[config.mk]
export PLATFORM = sky130hd
export DESIGN_NAME = deep_sleep_clock_gating
export DESIGN_NICKNAME = d
export VERILOG_FILES = /design/src/shared/dsgate_pkg.sv /design/src/shared/gate_if.sv /design/src/deep_sleep_clock_gating.sv /design/src/gate_select.sv /design/src/fault_check.sv
export SDC_FILE = /design/constraint.sdc
export NUM_CORES = 1
export LEC_CHECK = 0
export ABC_CLOCK_PERIOD_IN_PS = 3050
export BUFFER_PORTS_ARGS = -buffer_cell sky130_fd_sc_hd__buf_2
export CAP_MARGIN = 20
export CORE_ASPECT_RATIO = 0.7
export CORE_MARGIN = 1
export CORE_UTILIZATION = 54
export DETAILED_ROUTE_END_ITERATION = 8
export HOLD_SLACK_MARGIN = 0.03
export PLACE_DENSITY = 0.95
export SETUP_SLACK_MARGIN = 0.4
export SYNTH_ARGS = -nofsm -noshare
export SYNTH_HDL_FRONTEND = slang
export SYNTH_HIERARCHICAL = 1
export SYNTH_SLANG_ARGS = --single-unit
[constraint.sdc]
create_clock -name clk -period 3.05 [get_ports clk]
set_clock_uncertainty 0.05 [all_clocks]
set_input_delay 0.1525 -clock clk [delete_from_list [all_inputs] [get_ports clk]]
set_output_delay 0.1525 -clock clk [all_outputs]
set_load 0.01 [all_outputs]
[src/shared/dsgate_pkg.sv]
// Constants and types for the deep-sleep clock gating control block.
// Assumes a 32-bit classic Wishbone slave at the system control base.
//
// Notes on behaviour
// - A set gate bit clocks its unit; a clear bit stops and disables it.
// - Access to a unit whose clock is off is answered with a bus fault.
// - The deep-sleep gate register resets to all zeros, every unit unclocked.
// - Run, sleep and deep-sleep gate registers apply in their own state.
// - Sleep and deep-sleep registers apply only while auto gating is set.
// - Bit 30, read/write, gates the Ethernet PHY clock in deep sleep.
// - Bit 28, read/write, gates the Ethernet MAC clock in deep sleep.
// - Bits 7 to 0, read/write, gate ports H down to A.
// - Bits 31, 29 and 27:8 are read-only zero; software preserves them.
// - The register decodes at offset 0x128 from base 0x400fe000.
package dsgate_pkg;

  // ----------------------------------------------------------------
  // Address map
  // ----------------------------------------------------------------
  localparam logic [31:0] SYSCTL_BASE = 32'h400fe000;
  localparam int BASE_LSB = 12;
  localparam logic [11:0] RUN_CFG_OFS = 12'h060;
  localparam logic [11:0] RUN_GATE_OFS = 12'h108;
  localparam logic [11:0] SLEEP_GATE_OFS = 12'h118;
  localparam logic [11:0] DEEP_GATE_OFS = 12'h128;
  localparam logic [11:0] IRQ_STAT_OFS = 12'h200;
  localparam logic [11:0] IRQ_EN_OFS = 12'h204;
  localparam logic [11:0] IRQ_CLR_OFS = 12'h208;

  // ----------------------------------------------------------------
  // Fields and reset values
  // ----------------------------------------------------------------
  localparam int ACG_BIT = 27;
  localparam int PHY_BIT = 30;
  localparam int MAC_BIT = 28;
  localparam int PORT_MSB = 7;
  localparam int PORT_LSB = 0;
  localparam logic [31:0] GATE_RESET = 32'h00000000;
  localparam logic [31:0] GATE_WMASK = 32'h500000ff;
  localparam logic [31:0] CFG_RESET = 32'h00000000;
  localparam logic [31:0] CFG_WMASK = 32'h08000000;
  localparam int UNITS = 10;
  localparam int MAC_UNIT = 8;
  localparam int PHY_UNIT = 9;
  localparam int IRQ_FAULT = 0;
  localparam int IRQ_DEEP = 1;
  localparam int IRQ_WAKE = 2;
  localparam int IRQ_BITS = 3;
  localparam logic [2:0] IRQ_RESET = 3'h0;

  typedef enum logic [1:0] {PWR_RUN, PWR_SLEEP, PWR_DEEP} pwr_state_t;

  // Register layout to unit order: ports A..H, then MAC, then PHY
  function automatic logic [UNITS-1:0] to_units(input logic [31:0] g);
    to_units = {g[PHY_BIT], g[MAC_BIT], g[PORT_MSB:PORT_LSB]};
  endfunction

endpackage

[src/shared/gate_if.sv]
// Selected per-unit clock gates shared between the gating modules.
// Assumes one driver (gate selector) and any number of readers.
`timescale 1ns/1ns
interface gate_if;
  logic [dsgate_pkg::UNITS-1:0] unitOn;
  modport drive (output unitOn);
  modport sink (input unitOn);
endinterface

[src/deep_sleep_clock_gating.sv]
// Deep-sleep clock gating control with its run and sleep companions.
// Assumes a classic Wishbone master and synchronous power requests.
//
// Local design decision: the Wishbone register port.
`timescale 1ns/1ns
module deep_sleep_clock_gating (
  // Clock and reset
  input wire logic clk,
  input wire logic rst,
  // Wishbone slave
  input wire logic wbCyc,
  input wire logic wbStb,
  input wire logic wbWe,
  input wire logic [31:0] wbAdr,
  input wire logic [3:0] wbSel,
  input wire logic [31:0] wbDatI,
  output logic [31:0] wbDatO,
  output logic wbAck,
  output logic wbErr,
  // Power state requests
  input wire logic sleepReq,
  input wire logic deepReq,
  output logic [1:0] powerState,
  // Peripheral access check
  input wire logic perReq,
  input wire logic [3:0] perUnit,
  output logic perAck,
  output logic perFault,
  // Unit clock enables
  output logic ethPhyClkEn,
  output logic ethMacClkEn,
  output logic [7:0] portClkEn,
  // Interrupt
  output logic irq
);

  // ----------------------------------------------------------------
  // State
  // ----------------------------------------------------------------
  typedef struct packed {
    logic [31:0] runGate;
    logic [31:0] sleepGate;
    logic [31:0] deepGate;
    logic autoGate;
    logic [dsgate_pkg::IRQ_BITS-1:0] irqStat;
    logic [dsgate_pkg::IRQ_BITS-1:0] irqEn;
    dsgate_pkg::pwr_state_t pwr;
    logic ack;
    logic err;
    logic [31:0] datO;
    logic irq;
  } top_state_t;

  top_state_t st_ff;
  top_state_t nxt_st;

  gate_if gates ();

  // ----------------------------------------------------------------
  // Submodules
  // ----------------------------------------------------------------
  gate_select u_select (
    .clk(clk),
    .rst(rst),
    .autoGate(st_ff.autoGate),
    .pwrState(st_ff.pwr),
    .runGate(st_ff.runGate),
    .sleepGate(st_ff.sleepGate),
    .deepGate(st_ff.deepGate),
    .gates(gates.drive)
  );

  fault_check u_check (
    .clk(clk),
    .rst(rst),
    .gates(gates.sink),
    .perReq(perReq),
    .perUnit(perUnit),
    .perAck(perAck),
    .perFault(perFault)
  );

  // ----------------------------------------------------------------
  // Bus decode
  // ----------------------------------------------------------------
  logic req;
  logic inBase;
  logic aligned;
  logic [11:0] ofs;
  logic hit;
  logic wr;
  logic [31:0] byteMask;
  logic [dsgate_pkg::IRQ_BITS-1:0] events;
  logic [dsgate_pkg::IRQ_BITS-1:0] clrBits;
  logic [31:0] rdVal;
  logic [31:0] cfgNew;
  dsgate_pkg::pwr_state_t pwrNext;

  // Byte lanes of a Wishbone write
  function automatic logic [31:0] lanes(input logic [3:0] sel);
    lanes = {{8{sel[3]}}, {8{sel[2]}}, {8{sel[1]}}, {8{sel[0]}}};
  endfunction

  // Merge a write into a register, keeping read-only bits at zero
  function automatic logic [31:0] merge(input logic [31:0] old,
                                         input logic [31:0] dat,
                                         input logic [31:0] bm,
                                         input logic [31:0] wmask);
    merge = ((old & ~bm) | (dat & bm)) & wmask;
  endfunction

  always_comb begin
    req = wbCyc && wbStb && !st_ff.ack && !st_ff.err;
    inBase = wbAdr[31:dsgate_pkg::BASE_LSB]
      == dsgate_pkg::SYSCTL_BASE[31:dsgate_pkg::BASE_LSB];
    aligned = wbAdr[1:0] == 2'h0;
    ofs = wbAdr[dsgate_pkg::BASE_LSB-1:0];
    wr = req && wbWe;
    byteMask = lanes(wbSel);
    hit = 1'b0;
    rdVal = 32'h00000000;
    if (inBase && aligned) begin
      case (ofs)
        dsgate_pkg::RUN_CFG_OFS: begin
          hit = 1'b1;
          rdVal[dsgate_pkg::ACG_BIT] = st_ff.autoGate;
        end
        dsgate_pkg::RUN_GATE_OFS: begin
          hit = 1'b1;
          rdVal = st_ff.runGate;
        end
        dsgate_pkg::SLEEP_GATE_OFS: begin
          hit = 1'b1;
          rdVal = st_ff.sleepGate;
        end
        dsgate_pkg::DEEP_GATE_OFS: begin
          hit = 1'b1;
          rdVal = st_ff.deepGate & dsgate_pkg::GATE_WMASK;
        end
        dsgate_pkg::IRQ_STAT_OFS: begin
          hit = 1'b1;
          rdVal[dsgate_pkg::IRQ_BITS-1:0] = st_ff.irqStat;
        end
        dsgate_pkg::IRQ_EN_OFS: begin
          hit = 1'b1;
          rdVal[dsgate_pkg::IRQ_BITS-1:0] = st_ff.irqEn;
        end
        dsgate_pkg::IRQ_CLR_OFS: begin
          hit = 1'b1;
        end
        default: begin
          hit = 1'b0;
        end
      endcase
    end
  end

  // ----------------------------------------------------------------
  // Power state
  // ----------------------------------------------------------------
  always_comb begin
    case ({deepReq, sleepReq})
      2'b00: pwrNext = dsgate_pkg::PWR_RUN;
      2'b01: pwrNext = dsgate_pkg::PWR_SLEEP;
      default: pwrNext = dsgate_pkg::PWR_DEEP;
    endcase
  end

  // ----------------------------------------------------------------
  // Next state
  // ----------------------------------------------------------------
  always_comb begin
    nxt_st = st_ff;
    nxt_st.pwr = pwrNext;
    nxt_st.ack = req && hit;
    nxt_st.err = req && !hit;
    nxt_st.datO = (req && hit && !wbWe) ? rdVal : 32'h00000000;
    clrBits = '0;
    cfgNew = 32'h00000000;
    if (wr && hit) begin
      case (ofs)
        dsgate_pkg::RUN_CFG_OFS: begin
          cfgNew = merge(32'(st_ff.autoGate) << dsgate_pkg::ACG_BIT,
                         wbDatI, byteMask, dsgate_pkg::CFG_WMASK);
          nxt_st.autoGate = cfgNew[dsgate_pkg::ACG_BIT];
        end
        dsgate_pkg::RUN_GATE_OFS: begin
          nxt_st.runGate = merge(st_ff.runGate, wbDatI, byteMask,
                                 dsgate_pkg::GATE_WMASK);
        end
        dsgate_pkg::SLEEP_GATE_OFS: begin
          nxt_st.sleepGate = merge(st_ff.sleepGate, wbDatI, byteMask,
                                   dsgate_pkg::GATE_WMASK);
        end
        dsgate_pkg::DEEP_GATE_OFS: begin
          nxt_st.deepGate = merge(st_ff.deepGate, wbDatI, byteMask,
                                  dsgate_pkg::GATE_WMASK);
        end
        dsgate_pkg::IRQ_EN_OFS: begin
          nxt_st.irqEn = (st_ff.irqEn & ~byteMask[dsgate_pkg::IRQ_BITS-1:0])
                         | (wbDatI[dsgate_pkg::IRQ_BITS-1:0]
                            & byteMask[dsgate_pkg::IRQ_BITS-1:0]);
        end
        dsgate_pkg::IRQ_CLR_OFS: begin
          clrBits = wbDatI[dsgate_pkg::IRQ_BITS-1:0]
                    & byteMask[dsgate_pkg::IRQ_BITS-1:0];
        end
        default: begin
          clrBits = '0;
        end
      endcase
    end
    // Faults, deep-sleep entry and wake-up
    events = '0;
    events[dsgate_pkg::IRQ_FAULT] = perFault;
    events[dsgate_pkg::IRQ_DEEP] = pwrNext == dsgate_pkg::PWR_DEEP
                                   && st_ff.pwr != dsgate_pkg::PWR_DEEP;
    events[dsgate_pkg::IRQ_WAKE] = pwrNext == dsgate_pkg::PWR_RUN
                                   && st_ff.pwr != dsgate_pkg::PWR_RUN;
    // Set wins over a clear in the same cycle
    nxt_st.irqStat = (st_ff.irqStat & ~clrBits) | events;
    nxt_st.irq = |(nxt_st.irqStat & nxt_st.irqEn);
  end

  always_ff @(posedge clk or posedge rst) begin
    if (rst) begin
      st_ff.runGate <= dsgate_pkg::GATE_RESET;
      st_ff.sleepGate <= dsgate_pkg::GATE_RESET;
      st_ff.deepGate <= dsgate_pkg::GATE_RESET;
      st_ff.autoGate <= dsgate_pkg::CFG_RESET[dsgate_pkg::ACG_BIT];
      st_ff.irqStat <= dsgate_pkg::IRQ_RESET;
      st_ff.irqEn <= dsgate_pkg::IRQ_RESET;
      st_ff.pwr <= dsgate_pkg::PWR_RUN;
      st_ff.ack <= 1'b0;
      st_ff.err <= 1'b0;
      st_ff.datO <= 32'h00000000;
      st_ff.irq <= 1'b0;
    end else begin
      st_ff <= nxt_st;
    end
  end

  // ----------------------------------------------------------------
  // Outputs
  // ----------------------------------------------------------------
  assign wbDatO = st_ff.datO;
  assign wbAck = st_ff.ack;
  assign wbErr = st_ff.err;
  assign powerState = st_ff.pwr;
  assign irq = st_ff.irq;
  assign ethPhyClkEn = gates.unitOn[dsgate_pkg::PHY_UNIT];
  assign ethMacClkEn = gates.unitOn[dsgate_pkg::MAC_UNIT];
  assign portClkEn = gates.unitOn[7:0];
endmodule

[src/gate_select.sv]
// Chooses the gate register that applies in the current power state.
// Assumes the power state and registers are synchronous to clk.
`timescale 1ns/1ns
module gate_select (
  // Clock and reset
  input wire logic clk,
  input wire logic rst,
  // Gate sources
  input wire logic autoGate,
  input wire dsgate_pkg::pwr_state_t pwrState,
  input wire logic [31:0] runGate,
  input wire logic [31:0] sleepGate,
  input wire logic [31:0] deepGate,
  // Selected gates
  gate_if.drive gates
);

  typedef struct packed {
    logic [dsgate_pkg::UNITS-1:0] unitOn;
  } sel_state_t;

  sel_state_t st_ff;
  sel_state_t nxt_st;
  logic [31:0] chosen;

  always_comb begin
    chosen = runGate;
    if (autoGate) begin
      case (pwrState)
        dsgate_pkg::PWR_RUN: chosen = runGate;
        dsgate_pkg::PWR_SLEEP: chosen = sleepGate;
        dsgate_pkg::PWR_DEEP: chosen = deepGate;
        default: chosen = runGate;
      endcase
    end
    nxt_st = st_ff;
    nxt_st.unitOn = dsgate_pkg::to_units(chosen);
  end

  always_ff @(posedge clk or posedge rst) begin
    if (rst) begin
      st_ff <= '0;
    end else begin
      st_ff <= nxt_st;
    end
  end

  assign gates.unitOn = st_ff.unitOn;
endmodule

[src/fault_check.sv]
// Answers peripheral accesses: grant if the unit is clocked, else fault.
// Assumes perReq is a one-cycle request with a unit index beside it.
`timescale 1ns/1ns
module fault_check (
  // Clock and reset
  input wire logic clk,
  input wire logic rst,
  // Selected gates
  gate_if.sink gates,
  // Peripheral access
  input wire logic perReq,
  input wire logic [3:0] perUnit,
  output logic perAck,
  output logic perFault
);

  typedef struct packed {
    logic ack;
    logic fault;
  } chk_state_t;

  chk_state_t st_ff;
  chk_state_t nxt_st;
  logic clocked;

  always_comb begin
    clocked = 1'b0;
    if (perUnit < 4'(dsgate_pkg::UNITS)) begin
      clocked = gates.unitOn[perUnit];
    end
    nxt_st.ack = perReq && clocked;
    nxt_st.fault = perReq && !clocked;
  end

  always_ff @(posedge clk or posedge rst) begin
    if (rst) begin
      st_ff <= '0;
    end else begin
      st_ff <= nxt_st;
    end
  end

  assign perAck = st_ff.ack;
  assign perFault = st_ff.fault;
endmodule

== Word-level counts from Yosys, hierarchy flattened ==
Cells that the tools add are included.

* Register bits after elaboration: 86
* Bits of input ports: 80
* Output and inout bits: 49
* Logic and storage cells: 93

* $lt $le $gt $ge: 2
* Equal/unequal tests: 13
* Muxes and demuxes: 18
* Bitwise operators: 18
* Reduce and logical (&&, ||, !) cells: 28

{| class="wikitable"
|+ Operator list
! operator !! number
|-
| $and A31 B31 Y31 || 4
|-
| $or A31 B31 Y31 || 3
|-
| $mux W32 || 2
|-
| $pmux W31 S2 || 1
|-
| $eq A12 B10 Y1 const B || 3
|-
| $eq A12 B9 Y1 const B || 3
|-
| $mux W31 || 1
|-
| $not A31 Y31 || 1
|-
| $and A28 B28 Y28 || 1
|-
| $or A28 B28 Y28 || 1
|-
| $eq A20 B19 Y1 const B || 1
|-
| $pmux W3 S5 || 1
|-
| $pmux W5 S3 || 1
|-
| $logic_and A1 B1 Y1 || 13
|-
| $and A3 B3 Y3 || 4
|-
| $eq A12 B7 Y1 const B || 1
|-
| $mux W3 || 4
|-
| $pmux W3 S3 || 1
|-
| $reduce_and A2 Y1 || 4
|-
| $reduce_or A7 Y1 || 1
|-
| $logic_not A2 Y1 || 3
|-
| $not A3 Y3 || 2
|-
| $or A3 B3 Y3 || 2
|-
| $logic_not A1 Y1 || 5
|-
| other kinds (10) || 16
|}

== Logic depth before layout (Yosys ltp) ==
* Word-level depth: 11
* Mapped depth: 7
* Depth with buffers taken out: 6

== Hierarchy ==
Netlist, hierarchy kept.

{| class="wikitable"
|+ By module, submodules not included
! module !! instances !! cells an instance !! area an instance (sq um)
|-
| deep_sleep_clock_gating || 1 || 231 || 2795.2
|-
| gate_select || 1 || 39 || 564.3
|-
| fault_check || 1 || 17 || 168.9
|}

== Worst setup path before layout ==
Ideal clock, no wire load.

* Kind: input port to flip-flop
* Start: input wbAdr[25]
* End: register (tool-made name)
* Arrival: 1.790 ns
* Data required time: 2.875 ns
* Path slack: 1.085 ns
* Stages on the path: 6
* Path buffers: 0
* Path through: or4b_4 nor4_4 nand2_1 nor3_2 and3_1 mux2_2

{| class="wikitable"
|+ RTL lines
! what !! line !! source
|-
| start, declared || deep_sleep_clock_gating.sv:14 || <nowiki>input wire logic [31:0] wbAdr,</nowiki>
|}

==> impl_metrics.toml <==
[worst_setup_path]
timing_worst_setup_path_type = "reg2reg"
endpoint_kind = "flop"
rr_worst_depth = 5
required_ps = 3230
start_kind = "flop"
path_max_fanout = 8
crit_path_max_incr_delay_ps = 500
ff2ff_setup_slack_ps = 720
crit_path_top_delay_cell = "and3_1"
crit_chain = "nand4bb_1, nand3b_1, nor2_2, and3_1, mux2_1"
timing.rr.start = "wbErr$_DFF_PP0_"
cp_data_arrival_time_ps = 2510
startpoint = "wbErr$_DFF_PP0_"
cp_top_family = "simple AND/OR/NAND/NOR gates"
crit_cells = 5
critPathBufInv = 0

[synth]
synthArstFlopShare_pct = 100
yosysSeqAreaShare_pct = 46.1
synth_top_area_cell = "dfrtp_1"
synth_edf_count = 0
syn_area_sq_um = 3530
synth_cell_types = 58
synth.area.top_cells = "dfrtp_1 (46%), mux2_2 (12%), buf_4 (7.4%)"
yosys_most_used_dff = "dfrtp_1"
ys_warn_count = 6
ys_ff_latch = 65
synth_top_area_share_pct = 46.1
synth_cells = 287
avgSynthCellArea_sq_um = 12.3

[global_routing]
grt_pass1_wl_mm = 13.6
grt_pass1_vias = 2709
grt_start_max_net_pins = 54
grt_usage_pct = 26.1
overflow = 0
antenna_found_initial = 0

[routing]
vias = 2636
drc = 0
routed_wl_mm = 8.06
detail-route-antenna-nets = 0
drtIter0Drc = 149
avgRoutedWirePerCell_um = 17.6
firstDrtPassIters = 5
viasPerCell = 5.77

[die]
fp.dieW_um = 98.6
die_y_um = 69.6
initial_core_util_pct = 56.2
rows = 24
core_sq_um = 6280
ioPinCount = 129
die_area_sq_um = 6870

[timing]
slew_headroom_pct = 64.7
min_period_ps = 2330
slew_violations = 0
tightestPinTransition_ps = 524
hold_ws_ps = 53.6
setup_tns_ps = 0
final_hold_viol_count = 0
period_share_pct = 76.5
max_freq_mhz = 428
rsz0062_at_grt = "no"
setup_violations = 0

[clock_tree]
h-tree-depth = 3
cts_tree = "yes"
clockBufferDepth = 2
clk_pin_slew_worst_paths_ps = 70
post_cts.repair.setup_buffers = 0
clock_latency_ps = 350
root_buffer = "clkbuf_8"
numCtsBuffers = 9
cts_sinks = 65

[placement]
gp_congestion = 0.797
dp_hpwl_mm = 5.56
io_buffers = 84
dp_cells = 429

[worst_hold_path]
hold_path_class = "in2reg"

[final_layout]
diodes = 0
final_cells = 457
n_fill_cell = 487
nets = 457
drive_gt1_share_pct = 44.6
seq_area_sq_um = 1630
area_growth_pct = 17.0
multi_input_area_sq_um = 1630
fin_util_pct = 65.8

[pwr]
ir_drop_v = 0.000195
p_per_area_nw_per_um2 = 395
p_leak_nw = 2.15

[run_status]
status = "finished, final reports clean"

[run]
cap_viol_max_count = 0
worst register-to-register path, stage by stage (launching register included):
cell       delay [ps]
dfrtp_1           380
nand4bb_1         370
nand3b_1          330
nor2_2            210
and3_1            500
mux2_1            380
synthesized netlist by cell type (3+ instances only):
master    instances
dfrtp_1          65
mux2_2           38
buf_4            35
nand2_1          14
nor2_1           14
a22o_1           10
a22oi_1          10
mux2_4           10
inv_1             8
mux2_1            8
and3_1            4
clkbuf_1          4
nor4b_1           4
a21oi_1           3
a31oi_1           3
and4b_1           3
buf_6             3
mux2i_1           3
what timing repair did:
item | in CTS | in global routing
resized for setup | 0 | 0
hold buffers | 12 | 0
setup endpoints to repair | 0 | 0
endpoints found under the hold margin | 36 | 0
area by class of cell:
type                            count  area share [%]
Clock buffer                       11            3.42
Clock inverter                      4           0.485
Inverter                            8           0.727
Multi-Input combinational cell    191            39.5
Sequential cell                    65            39.4
Tap cell                           78            2.36
Timing Repair Buffer              100            14.1
where the power goes:
group	internal [mW]	switching [mW]	total (mW)
clock	0.306	0.310	0.617
sequential	0.865	0.00323	0.869
combinational	0.0612	0.0852	0.146
per-layer routing:
| layer | track usage, % | part of all wire [%] | routed length [um] |
|---|---|---|---|
| met2 | 41.8 | 49 | 3920 |
| met4 | 10.9 | 1.8 | 146 |
| met1 | 32.2 | 42 | 3390 |
| met3 | 9.38 | 7.5 | 602 |
| met5 | 0 | 0 | 0 |
logic make-up (layout without fill, tap and decap cells):
kind of cell               after synthesis  in the layout  share of synthesized area [%]
DFF                                     65             65                           46.1
adders and majority gates                2              2                          0.709
other                                    1             21                          0.106
muxes                                   60             60                           20.4
buffers and inverters                   51            123                           9.82
and+or+nand+nor                         72             72                           14.8
AOI/OAI and AO/OA                       36             36                           8.05
layout by cell type, fill, tap and decap left out, types with 4 or more instances in the layout:
cell type and instances:
inv_1 7, buf_2 84, dlygate4sd3_1 12, mux2_1 8, mux2_4 10, nand2_1 14
conb_1 21, clkinv_2 4, mux2_2 38, nor4b_1 4, a22oi_1 10, nor2_1 14
and3_1 4, dfrtp_1 65, clkbuf_8 10, a22o_1 10
metrics by stage:
stage	power, mW	setup slack [ps]	instance area, sq um
after floorplan	0.970	1090	3600
after global placement	1.01	702	3830
after detailed placement	1.01	549	3830
after CTS	1.65	732	4110
after global routing	1.70	571	4130
final	1.63	716	4130
worst min path at each step:
stage,from,endpoint,slack [ps],cells after the start
floorplan,rst,u_check/perAck$_DFF_PP0_,-160,1
global placement,rst,u_check/perAck$_DFF_PP0_,-20,2
detailed placement,rst,u_check/perFault$_DFF_PP0_,-20,2
CTS,wbDatI[0],flop,30,2
global route,wbDatI[0],flop,50,2
finish,wbDatI[0],flop,50,2
(Power assumes the default switching activity.)
